File: src/sflash_cfg.svh
// Constants for the serial flash status and read command logic.
// Assumes inclusion by bare name from the package and the design files.
`ifndef SFLASH_CFG_SVH
`define SFLASH_CFG_SVH
`define OP_STATUS_WRITE 8'h01
`define OP_READ 8'h03
`define OP_LATCH_CLEAR 8'h04
`define OP_STATUS_READ 8'h05
`define OP_LATCH_SET 8'h06
`define OP_FAST_READ 8'h0b
`define OP_DUAL_READ 8'h3b
`define ADDR_W 24
`define ADDR_BYTES 3'h3
`define BIT_LOCK 7
`define BIT_ZERO6 6
`define BIT_LATCH 1
`define BIT_BUSY 0
`define WRITE_MASK 8'hbc
`define STATUS_RESET 8'h00
`define STATUS_WRITE_TIME_NS 40000
`define CLK_PERIOD_NS 8
`define STATUS_WRITE_CYCLES (`STATUS_WRITE_TIME_NS / `CLK_PERIOD_NS)
`define BITS_PER_BYTE 4'h8
`define DUMMY_CLOCKS 4'h8
`endif

File: src/sflash_pkg.sv
// Types for the serial flash command logic.
// Assumes the constants header is present in the same folder.
`include "sflash_cfg.svh"
package sflash_pkg;
  typedef enum logic [2:0] {
    ST_OPCODE,
    ST_ADDR,
    ST_DUMMY,
    ST_DATA_OUT,
    ST_STATUS_OUT,
    ST_STATUS_IN,
    ST_IGNORE
  } phase_e;
  typedef enum logic [1:0] {
    RD_NORMAL,
    RD_FAST,
    RD_DUAL
  } read_kind_e;
endpackage : sflash_pkg

File: src/sflash_array.sv
// Array stand-in: returns a data byte for an address, combinational.
// Assumes the main block registers the result before it reaches a pin.
`timescale 1ns/100ps
`default_nettype none
module sflash_array (
  input wire logic [23:0] ADDR_IN,
  output logic [7:0] DATA_OUT
);
  // Pattern from address bytes; a real array macro replaces this
  assign DATA_OUT = ADDR_IN[7:0] ^ ADDR_IN[15:8] ^ ADDR_IN[23:16];
endmodule : sflash_array
`default_nettype wire

File: src/sflash_status_read.sv
// Serial flash command logic: status register, status write with lock
// modes, and the normal, dummy-byte and dual-output array reads.
// Assumes host pins are asynchronous to SYS_CLK_IN and SCLK is far slower.
`timescale 1ns/100ps
`default_nettype none
`include "sflash_cfg.svh"
module sflash_status_read (
  input wire logic SYS_CLK_IN,
  input wire logic RST_IN,
  input wire logic CLK_EN_IN,
  input wire logic SEL_N_IN,
  input wire logic SCLK_IN,
  input wire logic SI_IN,
  input wire logic WP_N_IN,
  output logic DUAL_LINE_LOW_OUT,
  output logic DUAL_LINE_LOW_OE_OUT,
  output logic DUAL_LINE_HIGH_OUT,
  output logic DUAL_LINE_HIGH_OE_OUT,
  output logic [7:0] STATUS_OUT,
  output logic HARDWARE_LOCK_MODE_OUT,
  output logic [3:0] PROTECT_LEVEL_OUT
);
  parameter int STATUS_WRITE_CYCLES = `STATUS_WRITE_CYCLES;

  // ----------------------------------------------------------------
  // Pin synchronisers
  // ----------------------------------------------------------------
  logic [1:0] sel_n_s_q, sclk_s_q, si_s_q, wp_n_s_q;
  logic sclk_prev_q, sel_prev_q;
  // Two stages each; only the second stage is read by logic
  always_ff @(posedge SYS_CLK_IN or posedge RST_IN)
    if (RST_IN)
    begin
      sel_n_s_q <= 2'h3;
      sclk_s_q <= 2'h0;
      si_s_q <= 2'h0;
      wp_n_s_q <= 2'h3;
      sclk_prev_q <= 1'b0;
      sel_prev_q <= 1'b1;
    end
    else if (CLK_EN_IN)
    begin
      sel_n_s_q <= {sel_n_s_q[0], SEL_N_IN};
      sclk_s_q <= {sclk_s_q[0], SCLK_IN};
      si_s_q <= {si_s_q[0], SI_IN};
      wp_n_s_q <= {wp_n_s_q[0], WP_N_IN};
      sclk_prev_q <= sclk_s_q[1];
      sel_prev_q <= sel_n_s_q[1];
    end

  logic sel_n, sclk_rise, sclk_fall, sel_rise, wp_n;
  assign sel_n = sel_n_s_q[1];
  assign wp_n = wp_n_s_q[1];
  assign sclk_rise = CLK_EN_IN & ~sel_n & sclk_s_q[1] & ~sclk_prev_q;
  assign sclk_fall = CLK_EN_IN & ~sel_n & ~sclk_s_q[1] & sclk_prev_q;
  assign sel_rise = CLK_EN_IN & sel_n & ~sel_prev_q;

  // ----------------------------------------------------------------
  // Command shifter
  // ----------------------------------------------------------------
  sflash_pkg::phase_e phase_q;
  sflash_pkg::read_kind_e kind_q;
  logic [7:0] shift_q, opcode_q, wr_data_q, out_q, status_q, array_byte, shift_next;
  logic [3:0] bit_cnt_q, out_cnt_q;
  logic [2:0] byte_cnt_q;
  logic [`ADDR_W-1:0] addr_q;
  logic [31:0] busy_cnt_q;
  logic wr_armed_q, busy_q, hw_lock_q, byte_done, out_byte_end, start_write;
  logic dual_q, drive_q;

  assign shift_next = {shift_q[6:0], si_s_q[1]};
  assign byte_done = sclk_rise && (bit_cnt_q == `BITS_PER_BYTE - 4'h1);

  // Status write allowed only with latch and outside hardware lock
  function automatic logic write_allowed(input logic [7:0] st, input logic lock);
    write_allowed = st[`BIT_LATCH] & ~lock;
  endfunction : write_allowed

  sflash_array array_u (
    .ADDR_IN(addr_q),
    .DATA_OUT(array_byte)
  );

  // Bit counter restarts at each select, counts rising edges per byte
  always_ff @(posedge SYS_CLK_IN or posedge RST_IN)
    if (RST_IN)
    begin
      bit_cnt_q <= 4'h0;
      shift_q <= 8'h00;
    end
    else if (CLK_EN_IN)
    begin
      if (sel_n)
        bit_cnt_q <= 4'h0;
      else if (sclk_rise)
      begin
        shift_q <= shift_next;
        bit_cnt_q <= byte_done ? 4'h0 : bit_cnt_q + 4'h1;
      end
    end

  // Phase machine; opcode decode happens at the eighth rising edge
  always_ff @(posedge SYS_CLK_IN or posedge RST_IN)
    if (RST_IN)
    begin
      phase_q <= sflash_pkg::ST_OPCODE;
      kind_q <= sflash_pkg::RD_NORMAL;
      opcode_q <= 8'h00;
      byte_cnt_q <= 3'h0;
      wr_data_q <= 8'h00;
      wr_armed_q <= 1'b0;
    end
    else if (CLK_EN_IN)
    begin
      if (sel_n)
      begin
        phase_q <= sflash_pkg::ST_OPCODE;
        byte_cnt_q <= 3'h0;
        if (!sel_rise)
          wr_armed_q <= 1'b0;
      end
      else if (sclk_rise)
      begin
        // Any extra edge after the data byte breaks the byte boundary
        if (wr_armed_q && bit_cnt_q == 4'h0)
          wr_armed_q <= 1'b0;
        case (phase_q)
          sflash_pkg::ST_OPCODE:
            if (byte_done)
            begin
              opcode_q <= shift_next;
              byte_cnt_q <= 3'h0;
              kind_q <= (shift_next == `OP_DUAL_READ) ? sflash_pkg::RD_DUAL :
                (shift_next == `OP_FAST_READ) ? sflash_pkg::RD_FAST : sflash_pkg::RD_NORMAL;
              case (shift_next)
                `OP_READ:
                  phase_q <= sflash_pkg::ST_ADDR;
                `OP_FAST_READ, `OP_DUAL_READ:
                  // Busy rejects without touching the running cycle
                  phase_q <= busy_q ? sflash_pkg::ST_IGNORE : sflash_pkg::ST_ADDR;
                `OP_STATUS_READ:
                  phase_q <= sflash_pkg::ST_STATUS_OUT;
                `OP_STATUS_WRITE:
                  phase_q <= sflash_pkg::ST_STATUS_IN;
                default:
                  phase_q <= sflash_pkg::ST_IGNORE;
              endcase
            end
          sflash_pkg::ST_ADDR:
            if (byte_done)
            begin
              byte_cnt_q <= byte_cnt_q + 3'h1;
              if (byte_cnt_q == `ADDR_BYTES - 3'h1)
                phase_q <= (kind_q == sflash_pkg::RD_NORMAL) ?
                  sflash_pkg::ST_DATA_OUT : sflash_pkg::ST_DUMMY;
            end
          sflash_pkg::ST_DUMMY:
            if (byte_done)
              phase_q <= sflash_pkg::ST_DATA_OUT;
          sflash_pkg::ST_STATUS_IN:
            if (byte_done)
            begin
              wr_data_q <= shift_next;
              wr_armed_q <= 1'b1;
              phase_q <= sflash_pkg::ST_IGNORE;
            end
          default: ;
        endcase
      end
    end

  // Address load on rising edges, advance as each output byte is loaded
  assign out_byte_end = sclk_fall && phase_q == sflash_pkg::ST_DATA_OUT &&
    out_cnt_q == 4'h0;
  always_ff @(posedge SYS_CLK_IN or posedge RST_IN)
    if (RST_IN)
      addr_q <= 24'h000000;
    else if (sclk_rise && phase_q == sflash_pkg::ST_ADDR)
      addr_q <= {addr_q[22:0], si_s_q[1]};
    else if (out_byte_end)
      addr_q <= addr_q + 24'h000001; // natural wrap to zero

  // ----------------------------------------------------------------
  // Output shifter
  // ----------------------------------------------------------------
  // Bits shift on falling edges; dual mode moves two per edge
  always_ff @(posedge SYS_CLK_IN or posedge RST_IN)
    if (RST_IN)
    begin
      out_q <= 8'h00;
      out_cnt_q <= 4'h0;
      dual_q <= 1'b0;
      drive_q <= 1'b0;
    end
    else if (CLK_EN_IN)
    begin
      if (sel_n)
      begin
        drive_q <= 1'b0;
        dual_q <= 1'b0;
        out_cnt_q <= 4'h0;
      end
      else if (sclk_fall && (phase_q == sflash_pkg::ST_DATA_OUT ||
        phase_q == sflash_pkg::ST_STATUS_OUT))
      begin
        drive_q <= 1'b1;
        // Two-line only for dual array data
        dual_q <= phase_q == sflash_pkg::ST_DATA_OUT &&
          kind_q == sflash_pkg::RD_DUAL;
        if (out_cnt_q == 4'h0)
        begin
          out_q <= (phase_q == sflash_pkg::ST_STATUS_OUT) ?
            {status_q[7:1], busy_q} : array_byte; // live busy in polls
          out_cnt_q <= (phase_q == sflash_pkg::ST_DATA_OUT &&
            kind_q == sflash_pkg::RD_DUAL) ? 4'h3 : 4'h7;
        end
        else
        begin
          out_q <= dual_q ? {out_q[5:0], 2'b00} : {out_q[6:0], 1'b0};
          out_cnt_q <= out_cnt_q - 4'h1;
        end
      end
    end

  // Single mode drives the high line only; dual drives both
  assign DUAL_LINE_HIGH_OUT = out_q[7];
  assign DUAL_LINE_HIGH_OE_OUT = drive_q;
  assign DUAL_LINE_LOW_OUT = dual_q ? out_q[6] : 1'b0;
  assign DUAL_LINE_LOW_OE_OUT = drive_q & dual_q;

  // ----------------------------------------------------------------
  // Status register and protection
  // ----------------------------------------------------------------
  // Select must rise with the counter right on a boundary
  assign start_write = sel_rise && wr_armed_q && bit_cnt_q == 4'h0 &&
    opcode_q == `OP_STATUS_WRITE && write_allowed(status_q, hw_lock_q);

  // Hardware lock follows pin and lock bit whichever arrives last
  always_ff @(posedge SYS_CLK_IN or posedge RST_IN)
    if (RST_IN)
      hw_lock_q <= 1'b0;
    else if (CLK_EN_IN && wp_n)
      hw_lock_q <= 1'b0;
    else if (CLK_EN_IN && status_q[`BIT_LOCK])
      hw_lock_q <= 1'b1;

  // Busy counter models the self-timed write cycle
  always_ff @(posedge SYS_CLK_IN or posedge RST_IN)
    if (RST_IN)
    begin
      busy_q <= 1'b0;
      busy_cnt_q <= 32'h0;
    end
    else if (CLK_EN_IN)
    begin
      if (start_write)
      begin
        busy_q <= 1'b1;
        busy_cnt_q <= 32'(STATUS_WRITE_CYCLES - 1);
      end
      else if (busy_q && busy_cnt_q == 32'h0)
        busy_q <= 1'b0;
      else if (busy_q)
        busy_cnt_q <= busy_cnt_q - 32'h1;
    end

  // Protect and lock bits commit at end of cycle; latch cleared too
  always_ff @(posedge SYS_CLK_IN or posedge RST_IN)
    if (RST_IN)
      status_q <= `STATUS_RESET;
    else if (CLK_EN_IN)
    begin
      if (busy_q && busy_cnt_q == 32'h0)
      begin
        status_q <= (wr_data_q & `WRITE_MASK) | (status_q & ~`WRITE_MASK);
        status_q[`BIT_LATCH] <= 1'b0;
      end
      else if (sel_rise && bit_cnt_q == 4'h0 && phase_q == sflash_pkg::ST_IGNORE && !busy_q &&
        (opcode_q == `OP_LATCH_SET || opcode_q == `OP_LATCH_CLEAR))
        status_q[`BIT_LATCH] <= opcode_q == `OP_LATCH_SET;
      status_q[`BIT_ZERO6] <= 1'b0;
    end

  // Busy reflected live into every status read
  assign STATUS_OUT = {status_q[7:1], busy_q};
  assign HARDWARE_LOCK_MODE_OUT = hw_lock_q;
  // Program and erase logic elsewhere gates on these levels
  assign PROTECT_LEVEL_OUT = status_q[5:2];

  // ----------------------------------------------------------------
  // Checks
  // ----------------------------------------------------------------
  a_write_needs_latch: assert property (@(posedge SYS_CLK_IN) disable iff (RST_IN)
    start_write |-> status_q[`BIT_LATCH]) else $error("write without latch");
  a_hw_lock_blocks: assert property (@(posedge SYS_CLK_IN) disable iff (RST_IN)
    hw_lock_q |-> !start_write) else $error("write in hardware lock");
  a_busy_starts: assert property (@(posedge SYS_CLK_IN) disable iff (RST_IN)
    start_write && CLK_EN_IN |=> busy_q) else $error("busy not set");
  a_lock_leaves: assert property (@(posedge SYS_CLK_IN) disable iff (RST_IN)
    hw_lock_q && wp_n && CLK_EN_IN |=> !hw_lock_q) else $error("lock stuck");
  a_bit6_zero: assert property (@(posedge SYS_CLK_IN) disable iff (RST_IN)
    $rose(busy_q) |=> STATUS_OUT[`BIT_ZERO6] == 1'b0) else $error("bit6 set");
  a_stop_drive: assert property (@(posedge SYS_CLK_IN) disable iff (RST_IN)
    sel_n && CLK_EN_IN |=> !DUAL_LINE_HIGH_OE_OUT) else $error("drive after select");
  a_dual_only_data: assert property (@(posedge SYS_CLK_IN) disable iff (RST_IN)
    DUAL_LINE_LOW_OE_OUT |-> kind_q == sflash_pkg::RD_DUAL) else $error("dual misuse");
  a_busy_reject: assert property (@(posedge SYS_CLK_IN) disable iff (RST_IN)
    byte_done && phase_q == sflash_pkg::ST_OPCODE && busy_q &&
    shift_next == `OP_FAST_READ |=> phase_q == sflash_pkg::ST_IGNORE)
    else $error("fast read while busy");
  c_status_write: cover property (@(posedge SYS_CLK_IN) start_write);
  c_dual_out: cover property (@(posedge SYS_CLK_IN) DUAL_LINE_LOW_OE_OUT);
  c_hw_lock: cover property (@(posedge SYS_CLK_IN) $rose(hw_lock_q));
endmodule : sflash_status_read
`default_nettype wire

File: config.mk
export PLATFORM = sky130hd
export DESIGN_NAME = sflash_status_read
export DESIGN_NICKNAME = d
export VERILOG_FILES = /design/src/sflash_pkg.sv /design/src/sflash_array.sv /design/src/sflash_status_read.sv
export VERILOG_INCLUDE_DIRS = /design/src
export SDC_FILE = /design/constraint.sdc
export NUM_CORES = 1
export LEC_CHECK = 0
export BUFFER_PORTS_ARGS = -buffer_cell sky130_fd_sc_hd__buf_2
export CAP_MARGIN = 20
export CORE_MARGIN = 2
export CORE_UTILIZATION = 30
export CTS_CLUSTER_DIAMETER = 60
export DETAILED_ROUTE_END_ITERATION = 16
export PLACE_DENSITY_LB_ADDON = 0.25
export RECOVER_POWER = 100
export SYNTH_ARGS = -nofsm -noshare
export SYNTH_HDL_FRONTEND = slang
export SYNTH_SLANG_ARGS = --single-unit
File: constraint.sdc
create_clock -name SYS_CLK_IN -period 3.4 [get_ports SYS_CLK_IN]
set_input_delay 0.17 -clock SYS_CLK_IN [delete_from_list [all_inputs] [get_ports SYS_CLK_IN]]
set_output_delay 0.17 -clock SYS_CLK_IN [all_outputs]
set_load 0.05 [all_outputs]
==> impl_results.md <==
* Status: finished with violations
* Violated checks: capacitance limit, slew limit
* First-pass GRT wire length at 27,500 um
* P_sw at 1.94 mW
* Total track usage at 14.7%
* DRT Pass-1 Iters at 5
* Rel. slew slack at -31.6%
* CP required at 3.71 ns
* Drt drc at 0
* Final net count at 749
* Die Span Y at 152 um
* Hold path depth at 2
* Final Setup Violations at 0
* Hold_buf cts at 5
* Clock skew after layout at 0.0129 ns
* Cell count after synthesis at 717
* Row cnt at 54
* Internal cell power at 3.40 mW
* Reg2reg start: sel_n_s_q[1]
* Post-Syn Nets at 731
* Switching Share at 36.3%
* Top FF cell, synth: dfrtp_1
* Routed met2 length at 7240 um
* RSZ-0062 raised after global routing: no
* Vias in the first global route at 5,059
* Maximum number of pins on one net before global-route repair at 44
* IO Port Bufs at 22
* Clk_lat worst skew at 0.42 ns
* Area Growth Syn to Fin at 15.0%
* Element type at the critical path end: flip-flop
* CTS tree: done
* Arrival time at the worst endpoint at 3.20 ns
* Clock transition at path regs at 0.06 ns
* Wl on met1 at 8360 um
* Final Cell Area at 7590 um2
* Fin crit share at 85.0%
* Max Fclk at 346 MHz
* Slowest CP cell: clkbuf_1
* Reg power frac at 40.0%
* Max-cap violations at 1
* Post_cts resized at 0
* Multi-input gate area at 3270 um2
* Flop2flop setup slack at 0.51 ns
* CP Class: in -> reg
* Starting DRT DRC Count at 381
* Mapped Area at 6600 um2
* Crit Reg-Reg Endpoint: addr_q[19]
* DR top layer: met4
* DIE WIDTH at 152 um
* Max VDD drop at 0.296 mV
* Synth cell types at 69
* Post-synth EDFFs at 0
* Cell area power density at 703 nW/um2
* Clock Sinks at 121
* Critical path launch point type: input pin
* YS warnings at 0
* Initial Utilization at 30.4%
* Worst Path Max Fanout at 20
* Gr ovfl total at 0
* Hold Path End: wp_n_s_q[0]
* Worst Tran Pin Value at 1.96 ns
* Max Transition Viols Final at 44
* HP Class: in -> reg
* Total CTS buffers at 17
* Root Driver: clkbuf_16
* Largest buffer count on any clock path at 2
* Avg Cell Area, Syn at 9.21 um2
* Period minus WS final at 2.89 ns
* Total number of vias at 5,373
* Post-CTS Setup Bufs at 0
* Die area at 23,200 um2
* Slowest stage delay, CP at 0.78 ns
* Initial antenna violation count at 0
* # IOs at 24
* Layout cells sized above 1 at 11.9%
* Crit path cell chain: dlygate4sd3_1 > buf_2 > clkbuf_1 > and4bb_1 > and3_1 > nand4_1 > or3_1 > o221a_2
* H-Tree Depth at 4
* WL met3 at 656 um
* Clk network pwr share at 34.9%
* DP Wirelength at 11,400 um
* Post-route ant nets at 0
* RePlAce Congestion at 0.782
* Worst Reg-to-Reg Cells at 7
* Seq cells post-synth at 121
* Reg area at 3030 um2
* # fillers at 2,238
* Drt via density at 5.23
* Ant. Diodes at 0
* Hold Vio Cnt, Final at 0
* TNS Setup at 0 ns
* Post-synthesis sequential area ratio at 46.0%
* Placed cell areas at 7000 um2
* Routed wire length at 16,500 um
* P_leak at 3.18 nW
* Asr flop ratio synth at 100%
* Comb pwr share at 25.2%
* Core area at 21,700 um2
* Wire per inst at 16.0 um
* Min-delay src: WP_N_IN
==> cell type report <==
cell class / instances / area share [%]
clock inverters: 14 / 2.13
multi-input cells: 527 / 43.1
clock buffers: 18 / 5.79
inverters: 23 / 1.15
repair buffers: 45 / 3.26
flip-flops and latches: 121 / 40.0
well taps: 280 / 4.62
==> flip-flops by register name, indices dropped and copies added (netlist names), 2 cells and up <==
register    cells
addr_q         24
bit_cnt_q       4
busy_cnt_q     32
byte_cnt_q      3
kind_q          2
opcode_q        8
out_cnt_q       4
out_q           8
phase_q         3
sclk_s_q        2
sel_n_s_q       2
shift_q         7
si_s_q          2
status_q        6
wp_n_s_q        2
wr_data_q       5
==> cells in the final DEF, fill, tap and decap left out, types with 4 or more instances in the layout <==
cell	instances
nor3b_1	4
and3_1	8
o31ai_1	15
nand3_1	22
buf_2	6
buf_4	10
o21ai_0	34
o21ai_1	9
nand4_1	11
a21oi_1	49
mux2i_1	16
o22ai_1	5
xnor2_1	17
clkbuf_16	17
inv_1	22
dfrtp_1	116
o311ai_0	4
o211ai_1	9
mux2_2	19
or2_2	5
nor2_1	29
dfstp_2	4
a22o_1	8
nand2_1	109
inv_6	6
clkbuf_1	22
or4_1	17
and4_1	4
or3_1	25
ha_1	7
nor4_1	17
nand2b_1	4
nor3_1	21
dlygate4sd3_1	5
xor2_1	5
==> kinds of logic (layout without fill, tap and decap cells) <==
| kind of cell | after synthesis | in the layout | synth area share (%) |
|---|---|---|---|
| flops | 121 | 121 | 46.0 |
| buf+inv | 69 | 100 | 4.59 |
| compound gates | 162 | 162 | 15.7 |
| xor+xnor | 22 | 22 | 2.92 |
| other cells | 1 | 1 | 0.0568 |
| simple gates | 300 | 300 | 23.8 |
| fa+ha+maj | 7 | 7 | 1.33 |
| mux | 35 | 35 | 5.67 |
==> power groups by stage <==
stage | sequential [mW] | clock [mW] | combinational (mW)
floorplan | 2.02 | 0 | 1.11
global placement | 2.15 | 0 | 1.34
detailed placement | 2.15 | 0 | 1.35
CTS | 2.13 | 1.90 | 1.36
global route | 2.20 | 1.97 | 1.52
finish | 2.13 | 1.86 | 1.34
==> worst max-delay path by stage <==
| stage | from | end | cells after the start |
|---|---|---|---|
| global placement | busy_cnt_q[26] | busy_cnt_q[9] | 6 |
| floorplan | RST_IN | DUAL_LINE_HIGH_OE_OUT | 1 |
| global route | CLK_EN_IN | addr_q[18] | 9 |
| finish | CLK_EN_IN | addr_q[17] | 8 |
| detailed placement | busy_cnt_q[26] | busy_cnt_q[9] | 6 |
| CTS | busy_cnt_q[26] | busy_cnt_q[1] | 6 |
==> synth_stat cells (3+ instances only) <==
master    count  area [um2]
nor3b_1       5        37.5
a31oi_1       3        18.8
mux2_2       19         214
o21ai_0      32         160
or4_1        17         128
buf_4         6        45.0
xor2_1        5        43.8
nand3_1      22         110
dfrtp_1     116        2900
nand4_1      11        68.8
ha_1          7        87.6
o311ai_0      4        35.0
o22ai_1       5        31.3
and3_1        8        50.1
nand2b_1      4        25.0
nor3_1       22         110
or2_2         5        31.3
a21o_1        3        22.5
xnor2_1      17         149
nor4_1       17         106
nor2_1       29         109
and2_1        5        31.3
a21oi_1      49         245
o211ai_1      8        60.1
dfstp_2       5         131
mux2i_1      16         160
a22o_1        8        70.1
clkbuf_1     36         135
inv_1        23        86.3
and4_1        4        35.0
o21ai_1      11        55.1
nand2_1     109         409
o31ai_1      15         113
or3_1        25         156
==> per-stage QoR <==
stage	power (mW)	hold WS [ns]	setup slack [ns]	instances	util, %
3_5_place_dp	3.50	0.294	0.667	991	32.3
4_1_cts	5.39	0.00810	0.692	1028	35.3
5_1_grt	5.69	0.0261	0.270	1028	35.0
3_3_place_gp	3.49	0.275	0.747	990	32.3
6_report	5.34	0.0259	0.509	1028	35.0
2_1_floorplan	3.13	0.322	0.0241	717	-
==> worst max-delay path, delay by kind of cell <==
family / cells / cell delay (ns)
simple gates: 4 / 1.43
buf+inv: 3 / 1.47
compound gates: 1 / 0.12
==> metal layers <==
metal / vias to the layer above / global-route usage [%]
met5: - / 0
met4: 0 / 4.76
met3: 19 / 2.87
met2: 111 / 21.8
met1: 2581 / 21.6
li1: 2662 / -
(Power assumes the default switching activity.)
